## config.mk

```make
export PLATFORM = sky130hd
export DESIGN_NAME = cscr_regs
export DESIGN_NICKNAME = d
export VERILOG_FILES = /design/src/cscr_pkg.sv /design/src/cscr_status_gen.sv /design/src/cscr_checksum.sv /design/src/cscr_regs.sv
export SDC_FILE = /design/constraint.sdc
export NUM_CORES = 1
export LEC_CHECK = 0
export ABC_AREA = 1
export BUFFER_PORTS_ARGS = -buffer_cell sky130_fd_sc_hd__buf_4
export CORE_MARGIN = 2
export CORE_UTILIZATION = 44
export DETAILED_ROUTE_END_ITERATION = 8
export PLACE_DENSITY = 0.77
export SLEW_MARGIN = 20
export SYNTH_ARGS = -nofsm -noshare
export SYNTH_HDL_FRONTEND = slang
export SYNTH_HIERARCHICAL = 1
export SYNTH_SLANG_ARGS = --single-unit
```

## constraint.sdc

```tcl
create_clock -name clk_in -period 2.1 [get_ports clk_in]
set_input_delay 0.21 -clock clk_in [delete_from_list [all_inputs] [get_ports clk_in]]
set_output_delay 0.21 -clock clk_in [all_outputs]
set_load 0.01 [all_outputs]
```

## src/cscr_pkg.sv

```systemverilog
`default_nettype none
package cscr_pkg;

  // Register offsets and status page on the control port.
  localparam logic [7:0] CSCR_CHAN_STATUS_OFS  = 8'h79;
  localparam logic [7:0] CSCR_DEV_STATUS_OFS   = 8'h7A;
  localparam logic [7:0] CSCR_CHECKSUM_OFS     = 8'h7E;
  localparam logic [7:0] CSCR_STATUS_PAGE      = 8'h00;

  // Values after reset, and read data for unmapped addresses.
  localparam logic [7:0] CSCR_CHAN_STATUS_RST  = 8'h00;
  localparam logic [7:0] CSCR_DEV_STATUS_RST   = 8'h80;
  localparam logic [7:0] CSCR_CHECKSUM_RST     = 8'h00;
  localparam logic [7:0] CSCR_RDATA_RST        = 8'h00;
  localparam logic [7:0] CSCR_UNMAPPED_RDATA   = 8'h00;

  // Field positions in the device state register.
  localparam int CSCR_MODE_MSB     = 7;
  localparam int CSCR_MODE_LSB     = 5;
  localparam int CSCR_PLL_BIT      = 4;
  localparam int CSCR_MICBIAS_BIT  = 3;
  localparam int CSCR_BOOST_BIT    = 2;
  localparam int CSCR_IN_FLT_BIT   = 1;
  localparam int CSCR_BIAS_FLT_BIT = 0;

  // Field positions in the channel power register.
  localparam int CSCR_REC_MSB  = 7;
  localparam int CSCR_REC_LSB  = 4;
  localparam int CSCR_PLAY_MSB = 3;
  localparam int CSCR_PLAY_LSB = 0;

  typedef enum logic [2:0]
  {
    CSCR_MODE_SLEEP  = 3'h4,
    CSCR_MODE_IDLE   = 3'h6,
    CSCR_MODE_ACTIVE = 3'h7
  } cscr_mode_t;

endpackage : cscr_pkg

`default_nettype wire

```

## src/cscr_status_gen.sv

```systemverilog
`timescale 1ns/1ps
`default_nettype none

module cscr_status_gen
  import cscr_pkg::*;
#(
  parameter int CHANNELS = 4
)
(
  input  wire logic                clk_in,
  input  wire logic                sys_rst_in,
  input  wire logic                sleep_in,
  input  wire logic                record_power_on_in,
  input  wire logic                playback_power_on_in,
  input  wire logic [CHANNELS-1:0] rec_enable_in,
  input  wire logic [CHANNELS-1:0] play_enable_in,
  input  wire logic [CHANNELS-1:0] rec_fault_down_in,
  input  wire logic                bias_fault_down_in,
  input  wire logic                pll_enable_in,
  input  wire logic                mic_bias_enable_in,
  input  wire logic                boost_enable_in,
  output logic      [7:0]          chan_status_out,
  output logic      [7:0]          dev_status_out
);

  //////////////////////////////////////////////////////////////////////////////

  logic [CHANNELS-1:0] rec_powered;
  logic [CHANNELS-1:0] play_powered;
  logic                any_powered;
  logic                input_fault_shutdown_flag;
  logic                bias_fault_shutdown_flag;
  cscr_mode_t          device_state_code;
  logic [7:0]          chan_status_next;
  logic [7:0]          dev_status_next;

  // Channel 1 sits at the highest bit of each nibble, so the index is reversed.
  genvar i;
  generate
    for (i = 0; i < CHANNELS; i++)
    begin : g_chan
      assign rec_powered[CHANNELS-1-i]  = rec_enable_in[i] & record_power_on_in & ~sleep_in
                                          & ~rec_fault_down_in[i] & ~bias_fault_down_in;
      assign play_powered[CHANNELS-1-i] = play_enable_in[i] & playback_power_on_in
                                          & ~sleep_in;
    end
  endgenerate

  assign any_powered = |{rec_powered, play_powered};
  assign input_fault_shutdown_flag = |rec_fault_down_in;
  assign bias_fault_shutdown_flag  = bias_fault_down_in;

  // Only three mode codes can ever be produced.
  assign device_state_code = sleep_in    ? CSCR_MODE_SLEEP :
                             any_powered ? CSCR_MODE_ACTIVE :
                                           CSCR_MODE_IDLE;

  assign chan_status_next = {rec_powered, play_powered};
  assign dev_status_next  = {device_state_code, pll_enable_in, mic_bias_enable_in,
                             boost_enable_in, input_fault_shutdown_flag,
                             bias_fault_shutdown_flag};

  //////////////////////////////////////////////////////////////////////////////

  always_ff @(posedge clk_in)
  begin
    if (sys_rst_in)
    begin
      chan_status_out <= CSCR_CHAN_STATUS_RST;
      dev_status_out  <= CSCR_DEV_STATUS_RST;
    end
    else
    begin
      chan_status_out <= chan_status_next;
      dev_status_out  <= dev_status_next;
    end
  end

endmodule : cscr_status_gen

`default_nettype wire

```

## src/cscr_checksum.sv

```systemverilog
`timescale 1ns/1ps
`default_nettype none

module cscr_checksum
  import cscr_pkg::*;
(
  input  wire logic       clk_in,
  input  wire logic       sys_rst_in,
  input  wire logic       preset_in,
  input  wire logic       accumulate_in,
  input  wire logic [7:0] addr_in,
  input  wire logic [7:0] data_in,
  output logic      [7:0] sum_out
);

  logic [7:0] sum_next;

  // Carries beyond bit 7 are dropped on purpose: the sum is modulo 256.
  assign sum_next = preset_in     ? data_in :
                    accumulate_in ? 8'(sum_out + addr_in + data_in) :
                                    sum_out;

  always_ff @(posedge clk_in)
  begin
    if (sys_rst_in)
      sum_out <= CSCR_CHECKSUM_RST;
    else
      sum_out <= sum_next;
  end

endmodule : cscr_checksum

`default_nettype wire

```

## src/cscr_regs.sv

```systemverilog
// Summary of operation
// Record channel power states on bits 7-4.
// Playback channel power states on bits 3-0.
// Mode reads 4 sleep, 6 idle, 7 active.
// Channel status resets to 0x00, device status to 0x80.
// Bit 4 shows PLL enabled.
// Bit 3 shows mic bias enabled.
// Bit 2 shows boost converter enabled.
// Bit 1 shows input-fault channel shutdown.
// Bit 0 shows mic-bias fault shutdown.
// Checksum updates on every other register write.
// Writing checksum presets it; resets to zero.
// Status registers are read-only; writes ignored.
// Record channels powered only with record power.
// Playback channels powered only with playback power.
// Checksum adds address and data modulo 256.
`timescale 1ns/1ps
`default_nettype none

module cscr_regs
  import cscr_pkg::*;
#(
  parameter int CHANNELS = 4
)
(
  input  wire logic                clk_in,
  input  wire logic                sys_rst_in,
  input  wire logic                reg_wr_in,
  input  wire logic                reg_rd_in,
  input  wire logic [7:0]          reg_page_in,
  input  wire logic [7:0]          reg_addr_in,
  input  wire logic [7:0]          reg_wdata_in,
  input  wire logic                sleep_in,
  input  wire logic                record_power_on_in,
  input  wire logic                playback_power_on_in,
  input  wire logic [CHANNELS-1:0] rec_enable_in,
  input  wire logic [CHANNELS-1:0] play_enable_in,
  input  wire logic [CHANNELS-1:0] rec_fault_down_in,
  input  wire logic                bias_fault_down_in,
  input  wire logic                pll_enable_in,
  input  wire logic                mic_bias_enable_in,
  input  wire logic                boost_enable_in,
  output logic      [7:0]          reg_rdata_out,
  output logic                     reg_rvalid_out,
  output logic      [7:0]          chan_status_out,
  output logic      [7:0]          dev_status_out,
  output logic      [7:0]          write_checksum_out
);

  //////////////////////////////////////////////////////////////////////////////

  logic       on_status_page;
  logic       hit_chan_status;
  logic       hit_dev_status;
  logic       hit_checksum;
  logic       checksum_preset;
  logic       checksum_accumulate;
  logic [7:0] rdata_sel;
  logic [7:0] reg_rdata_next;

  assign on_status_page  = reg_page_in == CSCR_STATUS_PAGE;
  assign hit_chan_status = on_status_page & (reg_addr_in == CSCR_CHAN_STATUS_OFS);
  assign hit_dev_status  = on_status_page & (reg_addr_in == CSCR_DEV_STATUS_OFS);
  assign hit_checksum    = on_status_page & (reg_addr_in == CSCR_CHECKSUM_OFS);

  // Writes on any page count, status registers included, since the host did
  // send them; only the checksum register itself is kept out of the sum.
  assign checksum_preset     = reg_wr_in & hit_checksum;
  assign checksum_accumulate = reg_wr_in & ~hit_checksum;

  // Status addresses have no write path at all, so a write cannot disturb them.
  assign rdata_sel = hit_chan_status ? chan_status_out :
                     hit_dev_status  ? dev_status_out :
                     hit_checksum    ? write_checksum_out :
                                       CSCR_UNMAPPED_RDATA;

  // A read held through a write returns the value before that write.
  assign reg_rdata_next = reg_rd_in ? rdata_sel : reg_rdata_out;

  //////////////////////////////////////////////////////////////////////////////

  cscr_status_gen #(
    .CHANNELS (CHANNELS)
  ) u_status (
    .clk_in               (clk_in),
    .sys_rst_in           (sys_rst_in),
    .sleep_in             (sleep_in),
    .record_power_on_in   (record_power_on_in),
    .playback_power_on_in (playback_power_on_in),
    .rec_enable_in        (rec_enable_in),
    .play_enable_in       (play_enable_in),
    .rec_fault_down_in    (rec_fault_down_in),
    .bias_fault_down_in   (bias_fault_down_in),
    .pll_enable_in        (pll_enable_in),
    .mic_bias_enable_in   (mic_bias_enable_in),
    .boost_enable_in      (boost_enable_in),
    .chan_status_out      (chan_status_out),
    .dev_status_out       (dev_status_out)
  );

  cscr_checksum u_checksum (
    .clk_in        (clk_in),
    .sys_rst_in    (sys_rst_in),
    .preset_in     (checksum_preset),
    .accumulate_in (checksum_accumulate),
    .addr_in       (reg_addr_in),
    .data_in       (reg_wdata_in),
    .sum_out       (write_checksum_out)
  );

  //////////////////////////////////////////////////////////////////////////////

  always_ff @(posedge clk_in)
  begin
    if (sys_rst_in)
    begin
      reg_rdata_out  <= CSCR_RDATA_RST;
      reg_rvalid_out <= 1'b0;
    end
    else
    begin
      reg_rdata_out  <= reg_rdata_next;
      reg_rvalid_out <= reg_rd_in;
    end
  end

endmodule : cscr_regs

`default_nettype wire

```

# Word-level counts from Yosys, hierarchy flattened
# Index checks and enable logic that the tools add are counted.
totals:
  elab_cells: 58
  output_inout_bits: 33
  input_bits: 47
  reg_bits: 33
classes:
  muxes: 6
  bitwise_logic: 36
  n_addsub: 2
  reduce_logical: 5
  eq_ne: 3
ops:
  columns: ["cell", "n"]
  rows:
  - ["$mux 8", 5]
  - ["$and 1x1->1", 29]
  - ["$eq 8x7->1 const B", 3]
  - ["$add 8x8->8", 2]
  - ["$logic_not 8->1", 1]
  - ["$reduce_or 8->1", 1]
  - ["$not 1->1", 7]
  - ["$reduce_or 4->1", 1]
  - ["$reduce_bool 2->1", 1]
  - ["$reduce_or 2->1", 1]
  - ["$mux 1", 1]

# Logic depth before layout (Yosys ltp)
# Gate-level depths: netlist of the first run.
depth:
  depth_word: 6
  mapped_depth: 12

# Cells and area by module
# The synthesis of the first run kept the hierarchy.
modules_own_cells:
  columns: ["mod", "instances", "seq_area_each_um2", "cells_each", "area_per_inst_um2"]
  rows:
  - ["cscr_checksum", 1, 160.2, 123, 873.3]
  - ["cscr_regs", 1, 180.2, 99, 654.4]
  - ["cscr_status_gen", 1, 300.3, 65, 528.0]

# Worst setup path before layout of the first run
# No wires, ideal clock.
synth_path:
  path_type: "register -> register"
  startpoint: "register u_checksum.sum_out[1]"
  endpoint: "register u_checksum.sum_out[5]"
  required_ps: 2034
  setup_slack_ps: 6
  n_path_buf: 0
  path_stages_with_launch: 8
  t_arrival_ps: 2028
  period_less_slack_ps: 2094
  setup_time_ps: 66
  cell_sequence: "dfxtp_1 > fa_1 > ha_1 > fa_1 > a21oi_2 > xor2_1 > nand2_1 > a21oi_2"
synth_between:
  elab_chain_cells: 4
synth_rtl:
  columns: ["element", "line", "source"]
  rows:
  - ["from (decl)", "cscr_checksum.sv:13", "output logic [7:0] sum_out"]
  - ["from (signal assigned)", "cscr_checksum.sv:28", "sum_out <= sum_next;"]
  - ["$add 8x8->8 (2 in a row)", "cscr_checksum.sv:20", "accumulate_in ? 8'(sum_out + addr_in + data_in) :"]
  - ["$mux 8", "cscr_checksum.sv:20", null]
  - ["$mux 8", "cscr_checksum.sv:19", "assign sum_next = preset_in ? data_in :"]
# No other way between the ends. The select of a mux whose other input is x is not followed.
# A chain may end at the register's enable or synchronous reset.

# Worst setup path in the final report of the first run
layout_path:
  startpoint: "register u_checksum.sum_out[1]"
  endpoint: "register u_checksum.sum_out[3]"
# Same word-level chain as after synthesis.

==> results_tabular.tex, run 1 <==
\begin{tabular}{lr}
\hline
Metric & Value \\
\hline
\multicolumn{2}{l}{\textbf{Outcome}} \\
\quad Result of the run & complete, no violations \\
\multicolumn{2}{l}{\textbf{Min path}} \\
\quad Startpoint of the lowest-slack hold path & sleep\_in \\
\quad Min-Delay Path Class & primary input to register \\
\quad Worst Hold Endpoint & u\_status/dev\_status\_out[6] \\
\quad Min-Delay Path Depth & 2 \\
\multicolumn{2}{l}{\textbf{Clock tree}} \\
\quad Clk sink count & 32 \\
\quad Setup bufs post-CTS & 0 \\
\quad Depth of the CTS H-tree & 2 \\
\quad Clk Latency, worst-skew pair & between 200 and 300 ps \\
\quad Deepest clock path buffer count & 2 \\
\quad Clk pin slew, worst setup/hold paths & 80 ps \\
\quad Total clock buffers created by CTS & 5 \\
\quad Root buffer cell & sky130\_fd\_sc\_hd\_\_clkbuf\_8 \\
\quad TritonCTS clock tree & done \\
\multicolumn{2}{l}{\textbf{Critical path}} \\
\quad Crit Reg-Reg Startpoint & u\_checksum/sum\_out[1] \\
\quad Highest fanout seen on the critical path & 4 \\
\quad CP max stage cell & sky130\_fd\_sc\_hd\_\_fa\_1 \\
\quad Chain of cells forming the critical path & fa\_1 -> ha\_1 -> fa\_2 -> buf\_4 -> a21oi\_2 -> o21ai\_1 -> a31oi\_1 \\
\quad Kind of capture point of the worst setup path & register \\
\quad Slowest Stage Delay on Critical Path & 420 ps \\
\quad R2r worst-path depth & 7 \\
\quad Critical Path Source Type & register \\
\quad R2r endpoint & u\_checksum/sum\_out[3] \\
\quad Required time reported for the critical path endpoint & 2310 ps \\
\quad Data arrival time of the critical path & 2170 ps \\
\quad Reg-to-reg slack, setup & 140 ps \\
\quad Crit Path Category & register to register \\
\multicolumn{2}{l}{\textbf{Drt}} \\
\quad Via-to-Cell Ratio & 4.88 \\
\quad Antenna viol nets, final & 0 \\
\quad Total Wirelength & about 5200 um \\
\quad Average wire length per cell after detail routing & roughly 12 um \\
\quad Iteration-0 DRC Markers & 107 \\
\quad Number of iterations in the first detailed-routing pass & 4 \\
\quad Total DRC errors in the routed layout & 0 \\
\quad Vias post-DR & 2085 \\
\multicolumn{2}{l}{\textbf{Power}} \\
\quad Clock network power share & 0.286 \\
\quad Proportion of total power due to net switching & 0.344 \\
\quad Sequential power share & 0.335 \\
\quad Internal power contribution & about 0.0014 W \\
\quad Sw Pwr & 0.000715 W \\
\quad Leakage power & 1.45 nW \\
\quad Logic gate share of total power & 0.379 \\
\quad Total power density per cell area & 734 nW/um2 \\
\quad IR drop worst, VDD & 0.383 mV \\
\multicolumn{2}{l}{\textbf{STA}} \\
\quad Post-Route Setup TNS & 0 ps \\
\quad Final setup fails & 0 \\
\quad Setup slack after layout & 142 ps \\
\quad Ratio of final minimum period to clock period & 0.933 \\
\quad Fin crit period & 1960 ps \\
\quad Worst Clk Skew & 12.3 ps \\
\quad Fmax & 511 MHz \\
\quad RSZ-0062 raised after global routing & false \\
\quad Number of hold violations in the final report & 0 \\
\quad Number of pins exceeding their max-slew limit in the final report & 0 \\
\multicolumn{2}{l}{\textbf{Die}} \\
\quad Area of the placeable core & about 4400 um2 \\
\quad Chip height & 72.4 um \\
\quad Initial core utilization & 0.466 \\
\quad Row cnt & 24 \\
\quad Die Footprint & 5230 um2 \\
\quad I/O pin count & 80 \\
\quad Floorplan die width & between 70 and 80 um \\
\multicolumn{2}{l}{\textbf{Layout}} \\
\quad Most frequent standard cell in the layout excluding fill and tap cells & sky130\_fd\_sc\_hd\_\_buf\_4 \\
\quad Most frequent cells in the layout & sky130\_fd\_sc\_hd\_\_buf\_4 (87), sky130\_fd\_sc\_hd\_\_nand2\_1 (67), sky130\_fd\_sc\_hd\_\_nand3\_1 (44) \\
\quad Post-layout instance count excluding filler cells & 427 \\
\quad Post-layout net count & roughly 440 \\
\quad Design Area, Final & $\sim$2800 um2 \\
\quad Filler Cells Inserted & 420 \\
\quad Post-synthesis to final-layout area growth & 37.8\% \\
\quad Antenna diode instance count & 0 \\
\quad Proportion of layout cells with a drive suffix above 1 & 0.344 \\
\multicolumn{2}{l}{\textbf{Placement}} \\
\quad HPWL reported at the end of detailed placement & 4240 um \\
\quad Post-placement cell count & 419 \\
\quad RePlAce Congestion & 0.902 \\
\quad Worst Setup Slack post-DPL & 10.0 ps \\
\quad Placement Cell Area & 2720 um2 \\
\quad Port Buffers & between 70 and 80 \\
\multicolumn{2}{l}{\textbf{Synthesis}} \\
\quad Sequential share of the synthesized area & 0.312 \\
\quad Area share of the largest cell type after synthesis & 0.312 \\
\quad Cell taking the most area after synthesis & sky130\_fd\_sc\_hd\_\_dfxtp\_1 \\
\quad Unique masters post-synth & 32 \\
\quad Post-synthesis cell count & 287 \\
\quad Mapped Area & between 2000 and 2500 um2 \\
\quad Number of warnings printed during yosys synthesis & 6 \\
\quad Synthesized flop and latch total & 32 \\
\quad Avg Cell Area, Syn & 7.16 um2 \\
\quad Net count after synthesis & 348 \\
\quad Dominant cells by area after synthesis & sky130\_fd\_sc\_hd\_\_dfxtp\_1 (31\%), sky130\_fd\_sc\_hd\_\_nand2\_1 (12\%), sky130\_fd\_sc\_hd\_\_nand3\_1 (11\%) \\
\multicolumn{2}{l}{\textbf{Global route}} \\
\quad Number of global-route vias before repair & 1965 \\
\quad Initial antenna violation count & 0 \\
\quad Pin count of the biggest net entering global routing & 30 \\
\quad Leftover overflow at the end of global routing & 0 \\
\quad Overall Global Routing Usage & 0.208 \\
\quad Wire length of the first global-routing pass & about 8600 um \\
\multicolumn{2}{l}{\textbf{Flow run}} \\
\quad Total of max-cap violations & 0 \\
\hline
\end{tabular}
[what timing repair did]
action	in CTS	in global routing
resized for setup	0	1
endpoints found under the setup margin	0	2
hold endpoints to repair	0	0
hold buffers	0	0
[stage by stage]
stage           util  power, W  hold slack (ps)
4_1_cts        0.641   0.00208              111
3_3_place_gp   0.616   0.00148              404
2_1_floorplan      -   0.00120              272
3_5_place_dp   0.616   0.00149              406
6_report       0.642   0.00208              109
5_1_grt        0.642   0.00219              107
[Yosys cell counts (all sizes together)]
cell,n
clkbuf,1
a31oi,1
buf,6
nor3,2
o21ai,5
fa,8
ha,6
xor2,2
nand3,45
nor4,1
conb,1
nand4,2
clkinv,2
or2,1
nor2,38
a22oi,4
inv,42
dfxtp,32
nand2,70
a21oi,18
[how the worst max path moves through the flow]
stage	start	to	cells past startpoint
2_1_floorplan	u_checksum/sum_out[1]	u_checksum/sum_out[5]	7
3_3_place_gp	reg_addr_in[1]	u_checksum/sum_out[5]	8
3_5_place_dp	reg_addr_in[1]	u_checksum/sum_out[5]	8
4_1_cts	u_checksum/sum_out[1]	u_checksum/sum_out[5]	7
5_1_grt	u_checksum/sum_out[1]	u_checksum/sum_out[3]	7
6_report	u_checksum/sum_out[1]	u_checksum/sum_out[3]	7
[power groups by stage]
stage | registers, W | clock network [W] | logic [W]
after floorplan | 0.000729 | 0 | 0.000467
after global placement | 0.000711 | 0 | 0.000765
after detailed placement | 0.000710 | 0 | 0.000777
after CTS | 0.000697 | 0.000597 | 0.000783
after global routing | 0.000701 | 0.000619 | 0.000875
final | 0.000697 | 0.000595 | 0.000787
[cell type report]
class	instances	area (um2)	share of cell area
repair buffers	87	653	0.231
flip-flops and latches	32	641	0.226
inverters	44	166	0.0587
clock inverters	3	42.5	0.0150
clock buffers	5	68.8	0.0243
multi-input cells	204	1200	0.422
well taps	52	65.1	0.0230
[cell families after synthesis]
kind of cell,Yosys count,share of synthesized area
simple gates,159,0.358
compound gates,28,0.0974
fa+ha+maj,14,0.114
xor+xnor,2,0.00852
buf+inv,51,0.108
flops,32,0.312
other cells,1,0.00182
[worst max-delay path: cells and delay by family, from the launching register on]
family	cells	cell delay (ps)
fa+ha+maj	3	1050
compound gates	3	320
buf+inv	1	160
flops	1	350
[state kept, by name, indices dropped and copies added (netlist names)]
| signal | cells |
|---|---|
| u_status/chan_status_out | 8 |
| reg_rvalid_out | 1 |
| reg_rdata_out | 8 |
| u_status/dev_status_out | 7 |
| u_checksum/sum_out | 8 |
[routing by layer]
layer	GRT usage	routed length, um	up-vias
met5	0	0	-
met4	0.0545	95	0
met3	0.0486	360	11
met2	0.361	2510	71
met1	0.260	2270	922
li1	-	-	1081
Note: power is estimated with default switching activity, not from simulation.
==> inputs of run 2 (changes only) <==
--- a/config.mk
+++ b/config.mk
@@ -5,12 +5,11 @@
 export SDC_FILE = /design/constraint.sdc
 export NUM_CORES = 1
 export LEC_CHECK = 0
-export ABC_AREA = 1
 export BUFFER_PORTS_ARGS = -buffer_cell sky130_fd_sc_hd__buf_4
 export CORE_MARGIN = 2
 export CORE_UTILIZATION = 44
 export DETAILED_ROUTE_END_ITERATION = 8
-export PLACE_DENSITY = 0.77
+export PLACE_DENSITY = 0.86
 export SLEW_MARGIN = 20
 export SYNTH_ARGS = -nofsm -noshare
 export SYNTH_HDL_FRONTEND = slang
==> run 2 against run 1 <==
  * The run now ends with setup timing left
  * Combinational power increased by 12%
  * Clock skew decreased by 6.2 ps
  * Via count decreased by 12%
  * Core utilization increased by 0.58 points
  * Register-to-register slack got worse by 160 ps
  * Design area decreased by 1.1%
  * Clock power increased by 7.4%
  * Critical endpoint is now u_checksum/sum_out[5]
  * Largest cell class unchanged
==> results_tabular.tex, run 2 <==
\begin{tabular}{lr}
\hline
Metric & Value \\
\hline
\multicolumn{2}{l}{\textbf{Global route}} \\
\quad Leftover overflow at the end of global routing & 0 \\
\quad Pin count of the biggest net entering global routing & 25 \\
\quad Overall Global Routing Usage & 0.213 \\
\quad Number of global-route vias before repair & 1882 \\
\quad Initial antenna violation count & 0 \\
\quad Wire length of the first global-routing pass & $\sim$8600 um \\
\multicolumn{2}{l}{\textbf{Layout}} \\
\quad Antenna diode instance count & 0 \\
\quad Post-layout net count & 339 \\
\quad Proportion of layout cells with a drive suffix above 1 & 0.484 \\
\quad Post-synthesis to final-layout area growth & 42.6\% \\
\quad Most frequent standard cell in the layout excluding fill and tap cells & sky130\_fd\_sc\_hd\_\_buf\_4 \\
\quad Largest registers in the final layout & reg\_rdata\_out (8), u\_checksum/sum\_out (8), u\_status/chan\_status\_out (8) \\
\quad Post-layout instance count excluding filler cells & 331 \\
\quad Design Area, Final & 2800 um2 \\
\quad Most frequent cells in the layout & sky130\_fd\_sc\_hd\_\_buf\_4 (92), sky130\_fd\_sc\_hd\_\_dfxtp\_1 (29), sky130\_fd\_sc\_hd\_\_nor2\_1 (10), sky130\_fd\_sc\_hd\_\_a21oi\_1 (10) \\
\quad Utilization after layout & 0.648 \\
\multicolumn{2}{l}{\textbf{Synthesis}} \\
\quad Net count after synthesis & 249 \\
\quad Sequential share of the synthesized area & 0.326 \\
\quad Number of enable-type register cells in the synthesized netlist & 0 \\
\quad Post-synthesis cell count & $\sim$190 \\
\quad Avg Cell Area, Syn & 10.4 um2 \\
\quad Mapped Area & $\sim$2000 um2 \\
\quad Unique masters post-synth & 50 \\
\quad Synth cell count leaders & sky130\_fd\_sc\_hd\_\_dfxtp\_1 (32), sky130\_fd\_sc\_hd\_\_a21oi\_1 (11), sky130\_fd\_sc\_hd\_\_nor2\_1 (10) \\
\quad Synthesized flop and latch total & 32 \\
\quad Area share of the largest cell type after synthesis & 0.326 \\
\quad Top\_reg\_cell synth & sky130\_fd\_sc\_hd\_\_dfxtp\_1 \\
\quad Number of warnings printed during yosys synthesis & 6 \\
\quad Cell taking the most area after synthesis & sky130\_fd\_sc\_hd\_\_dfxtp\_1 \\
\quad Top-count cell post-synth & sky130\_fd\_sc\_hd\_\_dfxtp\_1 \\
\quad Dominant cells by area after synthesis & sky130\_fd\_sc\_hd\_\_dfxtp\_1 (33\%), sky130\_fd\_sc\_hd\_\_fa\_1 (8.2\%), sky130\_fd\_sc\_hd\_\_mux2\_1 (4.6\%) \\
\quad Async set-reset flop share out of synthesis & 0 \\
\multicolumn{2}{l}{\textbf{Clock tree}} \\
\quad Deepest clock path buffer count & 2 \\
\quad TritonCTS clock tree & done \\
\quad Clk pin slew, worst setup/hold paths & 70 ps \\
\quad Clk Latency, worst-skew pair & $\sim$280 ps \\
\quad Depth of the CTS H-tree & 2 \\
\quad Total clock buffers created by CTS & 5 \\
\quad Root buffer cell & sky130\_fd\_sc\_hd\_\_clkbuf\_8 \\
\quad Clk sink count & 32 \\
\multicolumn{2}{l}{\textbf{STA}} \\
\quad Setup slack after layout & -16.2 ps \\
\quad Number of hold violations in the final report & 0 \\
\quad RSZ-0062 raised after global routing & true \\
\quad Ratio of final minimum period to clock period & 1.01 \\
\quad Fin crit period & 2120 ps \\
\quad Fmax & between 400 and 500 MHz \\
\quad Worst Clk Skew & 6.10 ps \\
\quad Final setup fails & 1 \\
\quad Number of pins exceeding their max-slew limit in the final report & 0 \\
\quad WHS & between 100 and 150 ps \\
\multicolumn{2}{l}{\textbf{Drt}} \\
\quad Via-to-Cell Ratio & 5.56 \\
\quad Iteration-0 DRC Markers & 103 \\
\quad Average wire length per cell after detail routing & 15.8 um \\
\quad Antenna viol nets, final & 0 \\
\quad Total Wirelength & 5250 um \\
\quad Vias post-DR & 1840 \\
\quad Total DRC errors in the routed layout & 0 \\
\quad Number of iterations in the first detailed-routing pass & 4 \\
\multicolumn{2}{l}{\textbf{Placement}} \\
\quad Port Buffers & 78 \\
\quad RePlAce Congestion & 0.857 \\
\quad Placement Cell Area & 2650 um2 \\
\quad HPWL reported at the end of detailed placement & a little over 4000 um \\
\quad Post-placement cell count & 321 \\
\multicolumn{2}{l}{\textbf{Die}} \\
\quad I/O pin count & 80 \\
\quad Die Footprint & between 5000 and 6000 um2 \\
\quad Area of the placeable core & 4320 um2 \\
\quad Row cnt & 24 \\
\quad Floorplan die width & 70.8 um \\
\quad Chip height & a little over 70 um \\
\quad Initial core utilization & 0.454 \\
\multicolumn{2}{l}{\textbf{Outcome}} \\
\quad Result of the run & finished, violations left \\
\quad Failing checks & setup timing \\
\multicolumn{2}{l}{\textbf{Critical path}} \\
\quad Critical Path Source Type & register \\
\quad Required time reported for the critical path endpoint & 2300 ps \\
\quad Kind of capture point of the worst setup path & register \\
\quad Highest fanout seen on the critical path & 2 \\
\quad Data arrival time of the critical path & 2310 ps \\
\quad Crit Path Category & register to register \\
\multicolumn{2}{l}{\textbf{Power}} \\
\quad Leakage power & 1.28 nW \\
\quad IR drop worst, VDD & $\sim$0.43 mV \\
\quad Total power density per cell area & around 800 nW/um2 \\
\multicolumn{2}{l}{\textbf{Flow run}} \\
\quad Total of max-cap violations & 0 \\
\multicolumn{2}{l}{\textbf{Min path}} \\
\quad Min-Delay Path Class & primary input to register \\
\hline
\end{tabular}
run 2: cell types whose count changed after synthesis, moves of 12 or more:
cell                      change
sky130_fd_sc_hd__nand2_1     -65
sky130_fd_sc_hd__a21oi_2     -12
sky130_fd_sc_hd__nor2_1      -21
sky130_fd_sc_hd__inv_1       -29
sky130_fd_sc_hd__nand3_1     -42
run 2: kinds of logic after synthesis:
group,share of synthesized area
flip-flops,0.326
buffers and inverters,0.0452
adder cells (fa/ha/maj),0.120
XOR/XNOR,0.0357
multiplexers,0.0561
AO/OA/AOI/OAI,0.154
other,0.00191
AND/OR/NAND/NOR,0.261
run 2: report_power, final:
group	leakage, nW	switching, W	internal, W
Clock	0.0645	0.000221	0.000418
Sequential	0.263	0.0000573	0.000667
Combinational	0.953	0.000414	0.000470
Total	1.28	0.000692	0.00156
run 2: repair_timing:
item                                    in CTS  in global routing
endpoints found under the setup margin       3                  6
buffers inserted                             1                  1
pin swaps                                    2                 13
gates resized for setup                      0                  3
hold buffers                                 0                  0
run 2: layout make-up:
cell class | count | area (um2)
clock inverter | 1 | 30.0
clock buffer | 7 | 96.3
multi-input combinational | 140 | 1250
timing repair buffer | 92 | 691
fill | 364 | 1520
tap | 52 | 65.1
inverter | 7 | 26.3
sequential | 32 | 644
run 2: worst paths after layout:
check	startpoint	to	slack, ps	depth (start not counted)
worst max-delay path	u_checksum/sum_out[1]	u_checksum/sum_out[5]	-20	8
worst min-delay path	sleep_in	u_status/dev_status_out[6]	130	2
worst max register to register	u_checksum/sum_out[1]	u_checksum/sum_out[5]	-20	8
worst min register to register	u_status/chan_status_out[7]	reg_rdata_out[7]	600	2
run 2: worst max-delay path, cell delays in order, from the launching register on:
cell,delay [ps]
sky130_fd_sc_hd__dfxtp_2,330
sky130_fd_sc_hd__fa_1,440
sky130_fd_sc_hd__ha_2,210
sky130_fd_sc_hd__fa_2,340
sky130_fd_sc_hd__a21o_1,190
sky130_fd_sc_hd__a21oi_2,130
sky130_fd_sc_hd__xnor2_1,120
sky130_fd_sc_hd__nand2_1,80
sky130_fd_sc_hd__a221oi_2,200
run 2: per-layer routing:
layer / up-vias / wire length [um] / GRT usage
li1: 865 / - / -
met1: 881 / 1980 / 0.247
met2: 80 / 2760 / 0.362
met3: 14 / 372 / 0.0570
met4: 0 / 132 / 0.107
met5: - / 0 / 0
run 2: per-stage QoR:
step,total power [W],TNS (ps),setup slack [ps]
after floorplan,0.00127,0,6.33
after global placement,0.00156,-104,-74.9
after detailed placement,0.00159,-280,-132
after CTS,0.00224,-40.7,-33.9
after global routing,0.00236,-209,-121
final,0.00225,-16.2,-16.2
